$ cat src/clock_config_map.svh
// Purpose: Register offsets, field positions and reset values of the clock block
// Assumes: Byte addresses on a 32-bit AHB-Lite data bus
// Notes: Definitions only
`ifndef CLOCK_CONFIG_MAP_SVH
`define CLOCK_CONFIG_MAP_SVH

`define OFF_FAST_PLL 4'h0
`define OFF_SLOW_SEL 4'h4
`define OFF_AUD_SET0 4'h8
`define OFF_AUD_SET1 4'hc
`define ADDR_LSB 2
`define ADDR_MSB 11
`define HSIZE_WORD 3'h2

`define F_RST 31
`define F_DIV_HI 30
`define F_DIV_LO 28
`define F_SEL_HI 27
`define F_SEL_LO 26
`define F_EN 25
`define F_SYNC 24
`define F_SSEL_HI 25
`define F_SSEL_LO 24
`define F_N_HI 23
`define F_N_LO 16
`define F_M1_HI 15
`define F_M1_LO 8
`define F_M2_HI 3
`define F_M2_LO 0

`define RST_RUN 1'b1
`define RST_DIV 3'h3
`define RST_FAST_SEL 2'h3
`define RST_EN 1'b0
`define RST_SYNC 1'b0
`define RST_FAST_N 8'h03
`define RST_FAST_M1 8'h07
`define RST_FAST_M2 4'h0
`define RST_SLOW_SEL 2'h0
`define RST_AUD0_N 8'h2e
`define RST_AUD0_M1 8'h24
`define RST_AUD1_N 8'h2e
`define RST_AUD1_M1 8'h32
`define RST_AUD_M2 4'h5

`define SRC_PLL 2'h0
`define SRC_REF 2'h1
`define SRC_HALF 2'h2
`define SRC_PIN 2'h3
`define DIV3_LAST 2'h2
`define DIV4_LAST 2'h3
`define STALL_LIMIT 4'hf

`endif

$ cat src/clock_config_pkg.sv
// Purpose: Shared types of the clock block
// Assumes: Nothing
// Notes: Numbers live in clock_config_map.svh
package clock_config_pkg;
    typedef logic [1:0] sel_type;
    typedef logic [7:0] coeff_type;
    typedef logic [3:0] post_type;
    typedef logic [2:0] div_type;
endpackage

$ cat src/io_clock_gen_pll_control.sv
// Purpose: Clock generation control with AHB-Lite register access
// Assumes: hclk is the system reference; analog PLLs sit outside this module
// Notes: Derived clocks are one-cycle tick enables; pin levels toggle per tick, except clk_io_o, which copies the synchronised fast PLL input
// Behaviour
// - Make six internal and five external clocks, incl. reference and half-rate pairs
// - Fast clock source from bits 27:26: PLL, ref, ref/2, pin; reset 11
// - Slow clock source from bits 25:24: fast/2, ref/2, ref/3, ref/4; reset 00
// - Network, graphics references and printer use the slow clock
// - Audio reference from audio PLL, rate switchable while running
// - Fast PLL disabled: fixed clock pin is an input and fast reference
// - Fast PLL enabled: fixed clock pin drives fast PLL output out
// - Four registers read/write; writes word-only, reads of any size answered
// - Coefficients stored minus one; out = ref*(n+1)/((m1+1)*(m2+1))
// - Fast register: n at 23:16, pre-divisor 15:8, post-divisor 3:0
// - Bit 31 active-low PLL reset default 1; bits 30:28 divisor default 3
// - Enable bit 25 default 0; clear bypasses PLL giving ref/(m2+1)
// - Sync enable bit 24 default 0 selects free run or synchronous
// - Fast coefficients reset to n 3, pre-divisor 7, post-divisor 0
// - Audio control byte mirrors fast control positions, meanings, defaults
// - Audio post-divisor from second audio register bits 3:0, default 5
// - Audio rate select 0 uses first n/pre-divisor pair, 1 second
// - Audio sets reset to n 46/pre 36 and n 46/pre 50
// - Registers decoded at offsets 000, 004, 008, 00C
//
// The implementer's own choice: the AHB-Lite interface to the registers.
`timescale 1ns/10ps
`include "clock_config_map.svh"

module io_clock_gen_pll_control (
    input wire logic hclk,
    input wire logic hresetn,
    input wire logic hsel,
    input wire logic [31:0] haddr,
    input wire logic [1:0] htrans,
    input wire logic hwrite,
    input wire logic [2:0] hsize,
    input wire logic [31:0] hwdata,
    input wire logic hready,
    output logic hreadyout,
    output logic hresp,
    output logic [31:0] hrdata,
    input wire logic fast_pll_clk_in,
    input wire logic audio_pll_clk_in,
    input wire logic audio_rate_sel,
    input wire logic clk_io_i,
    output logic clk_io_o,
    output logic clk_io_oe,
    output logic fast_pll_reset_n,
    output clock_config_pkg::div_type fast_pll_div,
    output logic fast_pll_enable,
    output logic fast_pll_sync,
    output clock_config_pkg::coeff_type fast_pll_n,
    output clock_config_pkg::coeff_type fast_pll_pre_divisor_field,
    output clock_config_pkg::post_type fast_pll_post_divisor_field,
    output logic audio_pll_reset_n,
    output clock_config_pkg::div_type audio_pll_div,
    output logic audio_pll_enable,
    output logic audio_pll_sync,
    output clock_config_pkg::coeff_type audio_pll_n,
    output clock_config_pkg::coeff_type audio_pll_pre_divisor_field,
    output clock_config_pkg::post_type audio_pll_post_divisor_field,
    output logic sys_clk_en,
    output logic bus_clk,
    output logic bus_clk_n,
    output logic fast_tick,
    output logic slow_tick,
    output logic printer_tick,
    output logic clk_lan,
    output logic clk_gfx,
    output logic clk_flp,
    output logic clk_aud
);
    import clock_config_pkg::*;

    // Register fields
    logic fast_rst_reg;
    div_type fast_div_reg;
    sel_type fast_sel_reg;
    logic fast_en_reg;
    logic fast_sync_reg;
    coeff_type fast_n_reg;
    coeff_type fast_m1_reg;
    post_type fast_m2_reg;
    sel_type slow_sel_reg;
    logic aud_rst_reg;
    div_type aud_div_reg;
    logic aud_en_reg;
    logic aud_sync_reg;
    coeff_type aud0_n_reg;
    coeff_type aud0_m1_reg;
    coeff_type aud1_n_reg;
    coeff_type aud1_m1_reg;
    post_type aud_m2_reg;

    // Bus phase
    logic wr_pend_reg;
    logic [3:0] wr_off_reg;
    logic [31:0] rdata_reg;
    logic addr_ok;
    logic [3:0] addr_off;

    function automatic logic [3:0] offset_of(input logic [31:0] a);
        offset_of = {a[3:`ADDR_LSB], 2'h0};
    endfunction

    function automatic logic mapped(input logic [31:0] a);
        mapped = (a[`ADDR_MSB:4] == '0) && (a[1:0] == 2'h0);
    endfunction

    assign addr_off = offset_of(haddr);
    assign addr_ok = hsel && hready && htrans[1] && mapped(haddr);

    // Zero-wait slave; every answer is OKAY
    assign hreadyout = 1'b1;
    assign hresp = 1'b0;
    assign hrdata = rdata_reg;

    // Sub-word writes are dropped: register writes are word-only
    always_ff @(posedge hclk or negedge hresetn) begin
        if (!hresetn) begin
            wr_pend_reg <= 1'b0;
            wr_off_reg <= 4'h0;
        end else if (hready) begin
            wr_pend_reg <= addr_ok && hwrite && (hsize == `HSIZE_WORD);
            wr_off_reg <= addr_off;
        end
    end

    always_ff @(posedge hclk or negedge hresetn) begin
        if (!hresetn) begin
            rdata_reg <= 32'h0;
        end else if (hready) begin
            rdata_reg <= 32'h0;
            if (addr_ok && !hwrite) begin
                case (addr_off)
                    `OFF_FAST_PLL: begin
                        rdata_reg <= {fast_rst_reg, fast_div_reg, fast_sel_reg, fast_en_reg,
                            fast_sync_reg, fast_n_reg, fast_m1_reg, 4'h0, fast_m2_reg};
                    end
                    `OFF_SLOW_SEL: begin
                        rdata_reg <= {6'h0, slow_sel_reg, 24'h0};
                    end
                    `OFF_AUD_SET0: begin
                        rdata_reg <= {aud_rst_reg, aud_div_reg, 2'h0, aud_en_reg,
                            aud_sync_reg, aud0_n_reg, aud0_m1_reg, 8'h0};
                    end
                    `OFF_AUD_SET1: begin
                        rdata_reg <= {8'h0, aud1_n_reg, aud1_m1_reg, 4'h0, aud_m2_reg};
                    end
                    default: begin
                        rdata_reg <= 32'h0;
                    end
                endcase
            end
        end
    end

    always_ff @(posedge hclk or negedge hresetn) begin
        if (!hresetn) begin
            fast_rst_reg <= `RST_RUN;
            fast_div_reg <= `RST_DIV;
            fast_sel_reg <= `RST_FAST_SEL;
            fast_en_reg <= `RST_EN;
            fast_sync_reg <= `RST_SYNC;
            fast_n_reg <= `RST_FAST_N;
            fast_m1_reg <= `RST_FAST_M1;
            fast_m2_reg <= `RST_FAST_M2;
        end else if (wr_pend_reg && wr_off_reg == `OFF_FAST_PLL) begin
            fast_rst_reg <= hwdata[`F_RST];
            fast_div_reg <= hwdata[`F_DIV_HI:`F_DIV_LO];
            fast_sel_reg <= hwdata[`F_SEL_HI:`F_SEL_LO];
            fast_en_reg <= hwdata[`F_EN];
            fast_sync_reg <= hwdata[`F_SYNC];
            fast_n_reg <= hwdata[`F_N_HI:`F_N_LO];
            fast_m1_reg <= hwdata[`F_M1_HI:`F_M1_LO];
            fast_m2_reg <= hwdata[`F_M2_HI:`F_M2_LO];
        end
    end

    always_ff @(posedge hclk or negedge hresetn) begin
        if (!hresetn) begin
            slow_sel_reg <= `RST_SLOW_SEL;
        end else if (wr_pend_reg && wr_off_reg == `OFF_SLOW_SEL) begin
            slow_sel_reg <= hwdata[`F_SSEL_HI:`F_SSEL_LO];
        end
    end

    always_ff @(posedge hclk or negedge hresetn) begin
        if (!hresetn) begin
            aud_rst_reg <= `RST_RUN;
            aud_div_reg <= `RST_DIV;
            aud_en_reg <= `RST_EN;
            aud_sync_reg <= `RST_SYNC;
            aud0_n_reg <= `RST_AUD0_N;
            aud0_m1_reg <= `RST_AUD0_M1;
        end else if (wr_pend_reg && wr_off_reg == `OFF_AUD_SET0) begin
            aud_rst_reg <= hwdata[`F_RST];
            aud_div_reg <= hwdata[`F_DIV_HI:`F_DIV_LO];
            aud_en_reg <= hwdata[`F_EN];
            aud_sync_reg <= hwdata[`F_SYNC];
            aud0_n_reg <= hwdata[`F_N_HI:`F_N_LO];
            aud0_m1_reg <= hwdata[`F_M1_HI:`F_M1_LO];
        end
    end

    always_ff @(posedge hclk or negedge hresetn) begin
        if (!hresetn) begin
            aud1_n_reg <= `RST_AUD1_N;
            aud1_m1_reg <= `RST_AUD1_M1;
            aud_m2_reg <= `RST_AUD_M2;
        end else if (wr_pend_reg && wr_off_reg == `OFF_AUD_SET1) begin
            aud1_n_reg <= hwdata[`F_N_HI:`F_N_LO];
            aud1_m1_reg <= hwdata[`F_M1_HI:`F_M1_LO];
            aud_m2_reg <= hwdata[`F_M2_HI:`F_M2_LO];
        end
    end

    // Fast PLL controls go straight out of the register flops
    assign fast_pll_reset_n = fast_rst_reg;
    assign fast_pll_div = fast_div_reg;
    assign fast_pll_enable = fast_en_reg;
    assign fast_pll_sync = fast_sync_reg;
    assign fast_pll_n = fast_n_reg;
    assign fast_pll_pre_divisor_field = fast_m1_reg;
    assign fast_pll_post_divisor_field = fast_m2_reg;
    assign audio_pll_reset_n = aud_rst_reg;
    assign audio_pll_div = aud_div_reg;
    assign audio_pll_enable = aud_en_reg;
    assign audio_pll_sync = aud_sync_reg;
    assign audio_pll_post_divisor_field = aud_m2_reg;

    // Three-stage synchronisers for pins and PLL clocks
    localparam int NSYNC = 4;
    logic [NSYNC-1:0] sync_in;
    logic [NSYNC-1:0] s1_reg;
    logic [NSYNC-1:0] s2_reg;
    logic [NSYNC-1:0] s3_reg;
    logic [NSYNC-1:0] stable_reg;
    logic [NSYNC-1:0] rise;

    assign sync_in = {audio_rate_sel, clk_io_i, audio_pll_clk_in, fast_pll_clk_in};

    always_ff @(posedge hclk or negedge hresetn) begin
        if (!hresetn) begin
            s1_reg <= '0;
            s2_reg <= '0;
            s3_reg <= '0;
        end else begin
            s1_reg <= sync_in;
            s2_reg <= s1_reg;
            s3_reg <= s2_reg;
        end
    end

    generate
        for (genvar i = 0; i < NSYNC; i++) begin : g_sync
            always_ff @(posedge hclk or negedge hresetn) begin
                if (!hresetn) begin
                    stable_reg[i] <= 1'b0;
                end else if (s2_reg[i] == s3_reg[i]) begin
                    stable_reg[i] <= s3_reg[i];
                end
            end
            assign rise[i] = (s2_reg[i] == s3_reg[i]) && s3_reg[i] && !stable_reg[i];
        end
    endgenerate

    // Reference dividers
    logic half_reg;
    logic [1:0] cnt3_reg;
    logic [1:0] cnt4_reg;
    logic half_tick;
    logic third_tick;
    logic quarter_tick;

    always_ff @(posedge hclk or negedge hresetn) begin
        if (!hresetn) begin
            half_reg <= 1'b0;
            cnt3_reg <= 2'h0;
            cnt4_reg <= 2'h0;
        end else begin
            half_reg <= !half_reg;
            cnt3_reg <= (cnt3_reg == `DIV3_LAST) ? 2'h0 : cnt3_reg + 2'h1;
            cnt4_reg <= cnt4_reg + 2'h1;
        end
    end

    assign half_tick = half_reg;
    assign third_tick = (cnt3_reg == `DIV3_LAST);
    assign quarter_tick = (cnt4_reg == `DIV4_LAST);

    // Bypass dividers give ref/(m2+1) while a PLL is not enabled
    logic [3:0] fbyp_reg;
    logic [3:0] abyp_reg;
    logic fbyp_tick;
    logic abyp_tick;

    assign fbyp_tick = (fbyp_reg >= fast_m2_reg);
    assign abyp_tick = (abyp_reg >= aud_m2_reg);

    always_ff @(posedge hclk or negedge hresetn) begin
        if (!hresetn) begin
            fbyp_reg <= 4'h0;
            abyp_reg <= 4'h0;
        end else begin
            fbyp_reg <= fbyp_tick ? 4'h0 : fbyp_reg + 4'h1;
            abyp_reg <= abyp_tick ? 4'h0 : abyp_reg + 4'h1;
        end
    end

    logic fast_pll_tick;
    logic pin_tick;
    logic slow_half_reg;
    logic [1:0] mux_out;
    logic [3:0] src [2];
    sel_type want [2];

    // An enabled PLL held in reset gives no ticks; the bypass divider ignores reset
    assign fast_pll_tick = fast_en_reg ? (rise[0] && fast_rst_reg) : fbyp_tick;
    // Pin counts as an input only while the PLL is off
    assign pin_tick = fast_en_reg ? fast_pll_tick : rise[2];

    assign src[0] = {pin_tick, half_tick, 1'b1, fast_pll_tick};
    assign src[1] = {quarter_tick, third_tick, half_tick,
        mux_out[0] && slow_half_reg};
    assign want[0] = fast_sel_reg;
    assign want[1] = slow_sel_reg;

    always_ff @(posedge hclk or negedge hresetn) begin
        if (!hresetn) begin
            slow_half_reg <= 1'b0;
        end else if (mux_out[0]) begin
            slow_half_reg <= !slow_half_reg;
        end
    end

    // Switch only right after an old tick, then drop the first new tick,
    // so no gap is shorter than either source; a dead source times out.
    generate
        for (genvar g = 0; g < 2; g++) begin : g_mux
            sel_type cur_reg;
            logic hold_reg;
            logic [3:0] stall_reg;
            logic old_tick;
            assign old_tick = src[g][cur_reg];
            assign mux_out[g] = old_tick && !hold_reg;
            always_ff @(posedge hclk or negedge hresetn) begin
                if (!hresetn) begin
                    cur_reg <= (g == 0) ? `RST_FAST_SEL : `RST_SLOW_SEL;
                    hold_reg <= 1'b0;
                    stall_reg <= 4'h0;
                end else if (cur_reg != want[g] &&
                        (old_tick || stall_reg == `STALL_LIMIT)) begin
                    cur_reg <= want[g];
                    hold_reg <= 1'b1;
                    stall_reg <= 4'h0;
                end else begin
                    if (old_tick) begin
                        hold_reg <= 1'b0;
                    end
                    stall_reg <= old_tick ? 4'h0 :
                        (stall_reg == `STALL_LIMIT ? stall_reg : stall_reg + 4'h1);
                end
            end
        end
    endgenerate

    assign fast_tick = mux_out[0];
    assign slow_tick = mux_out[1];
    assign printer_tick = mux_out[1];

    // Audio coefficient set follows the rate select, swapped on an output tick while the audio PLL is enabled, on any cycle while it is not
    logic aud_sel_reg;
    coeff_type aud_n_reg;
    coeff_type aud_m1_reg;
    logic aud_tick;

    assign aud_tick = aud_en_reg ? (rise[1] && aud_rst_reg) : abyp_tick;

    always_ff @(posedge hclk or negedge hresetn) begin
        if (!hresetn) begin
            aud_sel_reg <= 1'b0;
        end else if (aud_tick || !aud_en_reg) begin
            aud_sel_reg <= stable_reg[3];
        end
    end

    always_ff @(posedge hclk or negedge hresetn) begin
        if (!hresetn) begin
            aud_n_reg <= `RST_AUD0_N;
            aud_m1_reg <= `RST_AUD0_M1;
        end else begin
            aud_n_reg <= aud_sel_reg ? aud1_n_reg : aud0_n_reg;
            aud_m1_reg <= aud_sel_reg ? aud1_m1_reg : aud0_m1_reg;
        end
    end

    assign audio_pll_n = aud_n_reg;
    assign audio_pll_pre_divisor_field = aud_m1_reg;

    // External and internal clock levels
    logic bus_reg;
    logic flp_reg;
    logic lan_reg;
    logic aud_lvl_reg;
    logic io_reg;
    logic run_reg;

    always_ff @(posedge hclk or negedge hresetn) begin
        if (!hresetn) begin
            run_reg <= 1'b0;
            bus_reg <= 1'b0;
            flp_reg <= 1'b0;
        end else begin
            run_reg <= 1'b1;
            bus_reg <= !bus_reg;
            flp_reg <= !flp_reg;
        end
    end

    always_ff @(posedge hclk or negedge hresetn) begin
        if (!hresetn) begin
            lan_reg <= 1'b0;
            aud_lvl_reg <= 1'b0;
            io_reg <= 1'b0;
        end else begin
            if (mux_out[1]) begin
                lan_reg <= !lan_reg;
            end
            if (aud_tick) begin
                aud_lvl_reg <= !aud_lvl_reg;
            end
            io_reg <= stable_reg[0];
        end
    end

    assign sys_clk_en = run_reg;
    assign bus_clk = bus_reg;
    assign bus_clk_n = !bus_reg;
    assign clk_flp = flp_reg;
    assign clk_lan = lan_reg;
    assign clk_gfx = lan_reg;
    assign clk_aud = aud_lvl_reg;
    assign clk_io_o = io_reg;
    assign clk_io_oe = fast_en_reg;

endmodule // io_clock_gen_pll_control

$ cat config.mk
export PLATFORM = sky130hd
export DESIGN_NAME = io_clock_gen_pll_control
export DESIGN_NICKNAME = d
export VERILOG_FILES = /design/src/clock_config_pkg.sv /design/src/io_clock_gen_pll_control.sv
export VERILOG_INCLUDE_DIRS = /design/src /design/src/src
export SDC_FILE = /design/constraint.sdc
export NUM_CORES = 1
export LEC_CHECK = 0
export ABC_AREA = 1
export ABC_CLOCK_PERIOD_IN_PS = 4400
export BUFFER_PORTS_ARGS = -buffer_cell sky130_fd_sc_hd__buf_2
export CORE_UTILIZATION = 55
export CTS_CLUSTER_SIZE = 30
export DETAILED_ROUTE_END_ITERATION = 7
export PLACE_DENSITY = 0.87
export SLEW_MARGIN = 20
export SYNTH_ARGS = -nofsm -noshare
export SYNTH_HDL_FRONTEND = slang
export SYNTH_SLANG_ARGS = --single-unit
$ cat constraint.sdc
create_clock -name hclk -period 4.4 [get_ports hclk]
set_input_delay 0.44 -clock hclk [delete_from_list [all_inputs] [get_ports hclk]]
set_output_delay 0.44 -clock hclk [all_outputs]
set_load 0.1 [all_outputs]
After elaboration in Yosys (flattened, before gate mapping)
Index checks and enable logic that the tools add are counted.
{"block": "totals", "ff_bits": 174, "latch_bits": 0, "mem_bits_rw": 0, "romBits": 0, "output_inout_bits": 98, "wordCells": 148, "memories": 0}
{"block": "op_classes", "addsub": 6, "mul": 0, "n_div": 0, "n_lt_le_gt_ge": 4, "n_eq_ne": 19, "shifts": 0, "n_mux": 24, "bitwise": 0, "reduce_logical": 46}
{"op": "case mux 32 bit (4 select lines)", "count": 1}
{"op": "2-to-1 mux 32 bit", "count": 1}
{"op": "2-to-1 mux 4 bit", "count": 8}
{"op": "logical AND 1 bit", "count": 24}
{"op": "adder 4 x 1 -> 4 bit, second input constant", "count": 4}
{"op": "2-to-1 mux 8 bit", "count": 2}
{"op": "logical NOT 1 bit", "count": 13}
{"op": "== test 2 bit, second input constant", "count": 6}
{"op": "2-to-1 mux 1 bit", "count": 9}
{"op": "== test 4 bit, second input constant", "count": 2}
{"op": "greater-or-equal comparator 4 bit", "count": 2}
{"op": "logical NOT 4 bit", "count": 2}
{"op": "logical NOT 8 bit", "count": 1}
{"op": "less-than comparator 2 x 3 -> 1 bit, second input constant", "count": 2}
{"op": "!= test 3 x 2 -> 1 bit, second input constant", "count": 2}
{"op": "adder 2 x 1 -> 2 bit, second input constant", "count": 2}
{"op": "binary-select mux 1 bit (select 2 bit)", "count": 2}
{"op": "== test 1 bit", "count": 4}
{"op": "== test 2 x 1 -> 1 bit, second input constant", "count": 2}
{"op": "!= test 2 bit", "count": 2}
{"op": "nonzero test 2 bit", "count": 2}
{"op": "== test 3 x 2 -> 1 bit, second input constant", "count": 1}
{"op": "logical OR 1 bit", "count": 3}
{"op": "logical NOT 2 bit", "count": 1}
{"op": "2-to-1 mux 2 bit", "count": 1}

Depth between registers and ports, before layout
{"block": "depth", "word_depth": 15, "depth_mapped": 19}

Least setup slack after synthesis
Ideal clock, no wire load.
{"block": "synth_path", "path_type": "reg2out", "start": "reg fast_m2_reg[3] (netlist: fast_pll_post_divisor_field[3])", "end": "out slow_tick", "t_arrival_ps": 3291, "required_time_ps": 3960, "path_slack_ps": 669, "stages_incl_launch_ff": 18, "path_buffers": 1, "cell_sequence": "dfrtp_1 > inv_1 > ha_1 > nand2_1 > inv_1 > nand2_1 > nand3_1 > nand2_1 > nand2_1 > nand2_1 > nand2_1 > nand3_1 > nand2_1 > nand2_1 > nand2_1 > nand2_1 > inv_1 > buf_4"}
{"block": "synth_via", "elab_chain_len": 10}
{"element": "start: declaration", "line_no": "io_clock_gen_pll_control.sv:83", "text": "post_type fast_m2_reg;"}
{"element": "start signal: assignment", "line_no": "io_clock_gen_pll_control.sv:167", "text": "fast_m2_reg <= `RST_FAST_M2;"}
{"element": "start signal: assignment", "line_no": "io_clock_gen_pll_control.sv:176", "text": "fast_m2_reg <= hwdata[`F_M2_HI:`F_M2_LO];"}
{"element": "greater-or-equal comparator 4 bit (*)", "line_no": "io_clock_gen_pll_control.sv:298", "text": "assign fbyp_tick = (fbyp_reg >= fast_m2_reg);"}
{"element": "2-to-1 mux 1 bit (*)", "line_no": "io_clock_gen_pll_control.sv:319", "text": "assign fast_pll_tick = fast_en_reg ? (rise[0] && fast_rst_reg) : fbyp_tick;"}
{"element": "2-to-1 mux 1 bit", "line_no": "io_clock_gen_pll_control.sv:321", "text": "assign pin_tick = fast_en_reg ? fast_pll_tick : rise[2];"}
{"element": "binary-select mux 1 bit (select 2 bit) (*)", "line_no": "io_clock_gen_pll_control.sv:345", "text": "assign old_tick = src[g][cur_reg];"}
{"element": "2-to-1 mux 1 bit (not written as such) (*)", "line_no": "io_clock_gen_pll_control.sv:345"}
{"element": "logical AND 1 bit (*)", "line_no": "io_clock_gen_pll_control.sv:346", "text": "assign mux_out[g] = old_tick && !hold_reg;"}
{"element": "logical AND 1 bit (*)", "line_no": "io_clock_gen_pll_control.sv:325", "text": "mux_out[0] && slow_half_reg};"}
{"element": "binary-select mux 1 bit (select 2 bit) (*)", "line_no": "io_clock_gen_pll_control.sv:345"}
{"element": "2-to-1 mux 1 bit (not written as such) (*)", "line_no": "io_clock_gen_pll_control.sv:345"}
{"element": "logical AND 1 bit (*)", "line_no": "io_clock_gen_pll_control.sv:346"}
{"element": "end: declaration", "line_no": "io_clock_gen_pll_control.sv:66", "text": "output logic slow_tick,"}
Mark *: on every way between the ends. The rest lies on a longest branch, timed or not. The select of a mux whose other input is x is not followed.

Worst setup path in the final report
{"block": "layout_path", "start": "reg fast_m2_reg[3] (netlist: fast_pll_post_divisor_field[3])", "end": "out printer_tick"}
{"block": "layout_via", "elab_chain_len": 10}
{"element": "greater-or-equal comparator 4 bit (*)", "line_no": "io_clock_gen_pll_control.sv:298"}
{"element": "2-to-1 mux 1 bit (*)", "line_no": "io_clock_gen_pll_control.sv:319"}
{"element": "2-to-1 mux 1 bit", "line_no": "io_clock_gen_pll_control.sv:321"}
{"element": "binary-select mux 1 bit (select 2 bit) (*)", "line_no": "io_clock_gen_pll_control.sv:345"}
{"element": "2-to-1 mux 1 bit (not written as such) (*)", "line_no": "io_clock_gen_pll_control.sv:345"}
{"element": "logical AND 1 bit (*)", "line_no": "io_clock_gen_pll_control.sv:346"}
{"element": "logical AND 1 bit (*)", "line_no": "io_clock_gen_pll_control.sv:325"}
{"element": "binary-select mux 1 bit (select 2 bit) (*)", "line_no": "io_clock_gen_pll_control.sv:345"}
{"element": "2-to-1 mux 1 bit (not written as such) (*)", "line_no": "io_clock_gen_pll_control.sv:345"}
{"element": "logical AND 1 bit (*)", "line_no": "io_clock_gen_pll_control.sv:346"}
{"element": "end: declaration", "line_no": "io_clock_gen_pll_control.sv:67", "text": "output logic printer_tick,"}
Marked as above.

==> results.tsv <==
metric	value	unit
via_count	5476	
cp_num_buf_inv	4	
die_h	116	um
path_cells	inv_1 > ha_1 > nand2_1 > inv_1 > nand2_1 > nand3_1 > nand2_1 > nand2_1 > nand2_1 > nand2_1 > nand3_1 > nand2_1 > nand2_1 > nand2_1 > nand2_1 > inv_1 > buf_2	
grt_pass1_wl	25100	um
initial_core_util	56.4	%
min_path_type	in2async	
io_pins	176	
cts_tree	built	
status	completed	
hpwl	10600	um
drive_gt1_share	27.1	%
place.gp.congestion	0.821	
cts.hold.buffers_added	0	
cts_buffers	17	
synth_area_leaders	dfrtp_1 (47%), dfstp_2 (13%), nand2_1 (7.9%)	
insertion_delay	0.43	ns
worst-path-max-fanout	5	
fmaxAchievable	314	MHz
drtAntennaViolNets	0	
ys_ff_latch	170	
swShare	37.2	%
ys_seq_area_share	60.1	%
pwr-share-seq	41.3	%
syn_inst	727	
wl	15700	um
routedWlPerCell	14.9	um
nets	960	
placement.io_buffers	144	
postCtsSetupBuffers	0	
dp_cells	1019	
drv_cap	0	
synth_cell_type_count	45	
worst_pin_slew	0.790	ns
die_w	116	um
yosysWarnings	0	
drtPass1Iterations	5	
hold_viol_final	0	
yosysTopAreaCellShare	46.9	%
fin_skew	0.00880	ns
slew_viol_final	0	
internal_power	2.72	mW
viasPerCell	5.21	
cts_root_buffer	clkbuf_16	
drc_errors	0	
synth_top_cell_by_area	dfrtp_1	
power_switching	1.61	mW
h-tree-depth	4	
clock_sinks	170	
pwr-share-comb	25.7	%
core	12700	um2
cts.path.max_buffers	2	
antenna_found_initial	0	
finalCritPeriodShare	72.3	%
grt_max_degree	74	
ys.flop_type	dfrtp_1	
ir_drop	0.000229	V
cts.clk_slew.worst_paths	0.07	ns
crit_arrival	2.74	ns
die-area	13500	um2
path_class	reg2out	
largest_register_ffs	28	
mostFrequentLayoutCells	nand2_1 (151), buf_2 (143), dfrtp_1 (134)	
cpPeakStageDelay	0.43	ns
cts_resized	0	
synthArstFlopShare	100	%
grt_pass1_vias	5169	
tns	0	ns
powerDensity	509	nW/um2
synth_edf_count	0	
critPathSlowestCell	buf_2	
clkPwrFrac	33.0	%
fin_crit	3.18	ns
track_usage	25.1	%
grt_overflow_total	0	
r2r_setup_slack	1.98	ns
rsz0062_at_grt	false	
power.leakage	4.66	nW
rows	41	
final_common_cell	nand2_1	
syn_area	7150	um2
cp.required	3.96	ns
crit_path_start_kind	flip-flop	
end_kind	output pin	
syn_area_per_cell	9.84	um2
relSlewSlack	47.2	%
diodes	0	
area_growth_syn_to_layout	19.1	%
setup_viol	0	
cpMostUsedCell	nand2_1	
fin_cells	1051	
crit_family	simple AND/OR/NAND/NOR gates	
drt_iter0_markers	256	
## worst reg2reg max path, delay by kind of cell, from the launching register on
| family | cells | cell delay (ns) |
|---|---|---|
| AND/OR/NAND/NOR | 10 | 0.95 |
| buffers and inverters | 1 | 0.07 |
| adder cells (fa/ha/maj) | 1 | 0.33 |
| AO/OA/AOI/OAI | 2 | 0.58 |
| flip-flops | 1 | 0.37 |
## worst paths after layout
kind	startpoint	to	cells after the start
setup / recovery	fast_pll_post_divisor_field[3]	printer_tick	17
hold / removal	hresetn	hrdata[11]	1
setup reg to reg	fast_pll_post_divisor_field[3]	g_mux[1].cur_reg[1]	14
hold reg to reg	s1_reg[1]	s2_reg[1]	0
max in group asynchronous	hresetn	wr_pend_reg	2
min in group hclk	audio_pll_clk_in	s1_reg[1]	1
## power groups by stage
stage,Combinational (mW),Sequential (mW),Clock [mW]
after global routing,1.19,1.81,1.52
after global placement,1.10,1.81,0
final,1.11,1.79,1.43
after floorplan,0.531,2.20,0
after detailed placement,1.11,1.82,0
after CTS,1.12,1.79,1.45
## synth_stat cells (3+ instances only)
cell type	instances
o21ai_0	111
a22o_1	4
a31oi_1	3
nor2_1	37
clkbuf_8	4
xnor2_1	5
buf_4	10
inv_1	91
a221oi_1	14
xor2_1	6
o21ai_1	10
o22ai_1	5
clkbuf_1	17
dfrtp_1	134
a22o_2	7
nand2_1	151
ha_1	16
dfstp_2	36
a21oi_1	12
nand4_1	4
nand3_1	19
## cell type report
| type | count | area (um2) |
|---|---|---|
| Tap cell | 172 | 215 |
| Clock inverter | 14 | 135 |
| Sequential cell | 170 | 4300 |
| Multi-Input combinational cell | 433 | 2310 |
| Clock buffer | 18 | 429 |
| Fill cell | 980 | 4160 |
| Inverter | 93 | 352 |
| Timing Repair Buffer | 151 | 779 |
## cell families (layout without fill, tap and decap cells)
logic type / after synthesis / after routing / share of synthesized area, %
XOR/XNOR: 11 / 11 / 1.35
flip-flops: 170 / 170 / 60.1
AND/OR/NAND/NOR: 222 / 222 / 12.8
AO/OA/AOI/OAI: 173 / 173 / 14.1
adder cells (fa/ha/maj): 17 / 17 / 2.94
other: 2 / 7 / 0.105
multiplexers: 3 / 3 / 0.455
buffers and inverters: 129 / 276 / 8.12
## per-layer routing
| layer | share of wire [%] | track usage (%) | vias to the layer above |
|---|---|---|---|
| li1 | - | - | 2643 |
| met1 | 44 | 33.5 | 2611 |
| met2 | 48 | 40.4 | 194 |
| met3 | 5.9 | 5.49 | 28 |
| met4 | 2.3 | 10.0 | 0 |
| met5 | 0 | 0 | - |
## per-stage QoR
stage	power (mW)	worst slack, ns	instance area, um2	hold WS (ns)	utilization [%]
after floorplan	2.73	0.669	7170	0.144	-
after global placement	2.91	1.72	7940	0.334	62.7
after detailed placement	2.93	1.68	7940	0.335	62.7
after CTS	4.35	1.21	8510	0.0446	67.1
after global routing	4.51	0.944	8520	0.0606	67.2
final	4.33	1.22	8520	0.0244	67.2
Power figures use the tool's default switching activity.
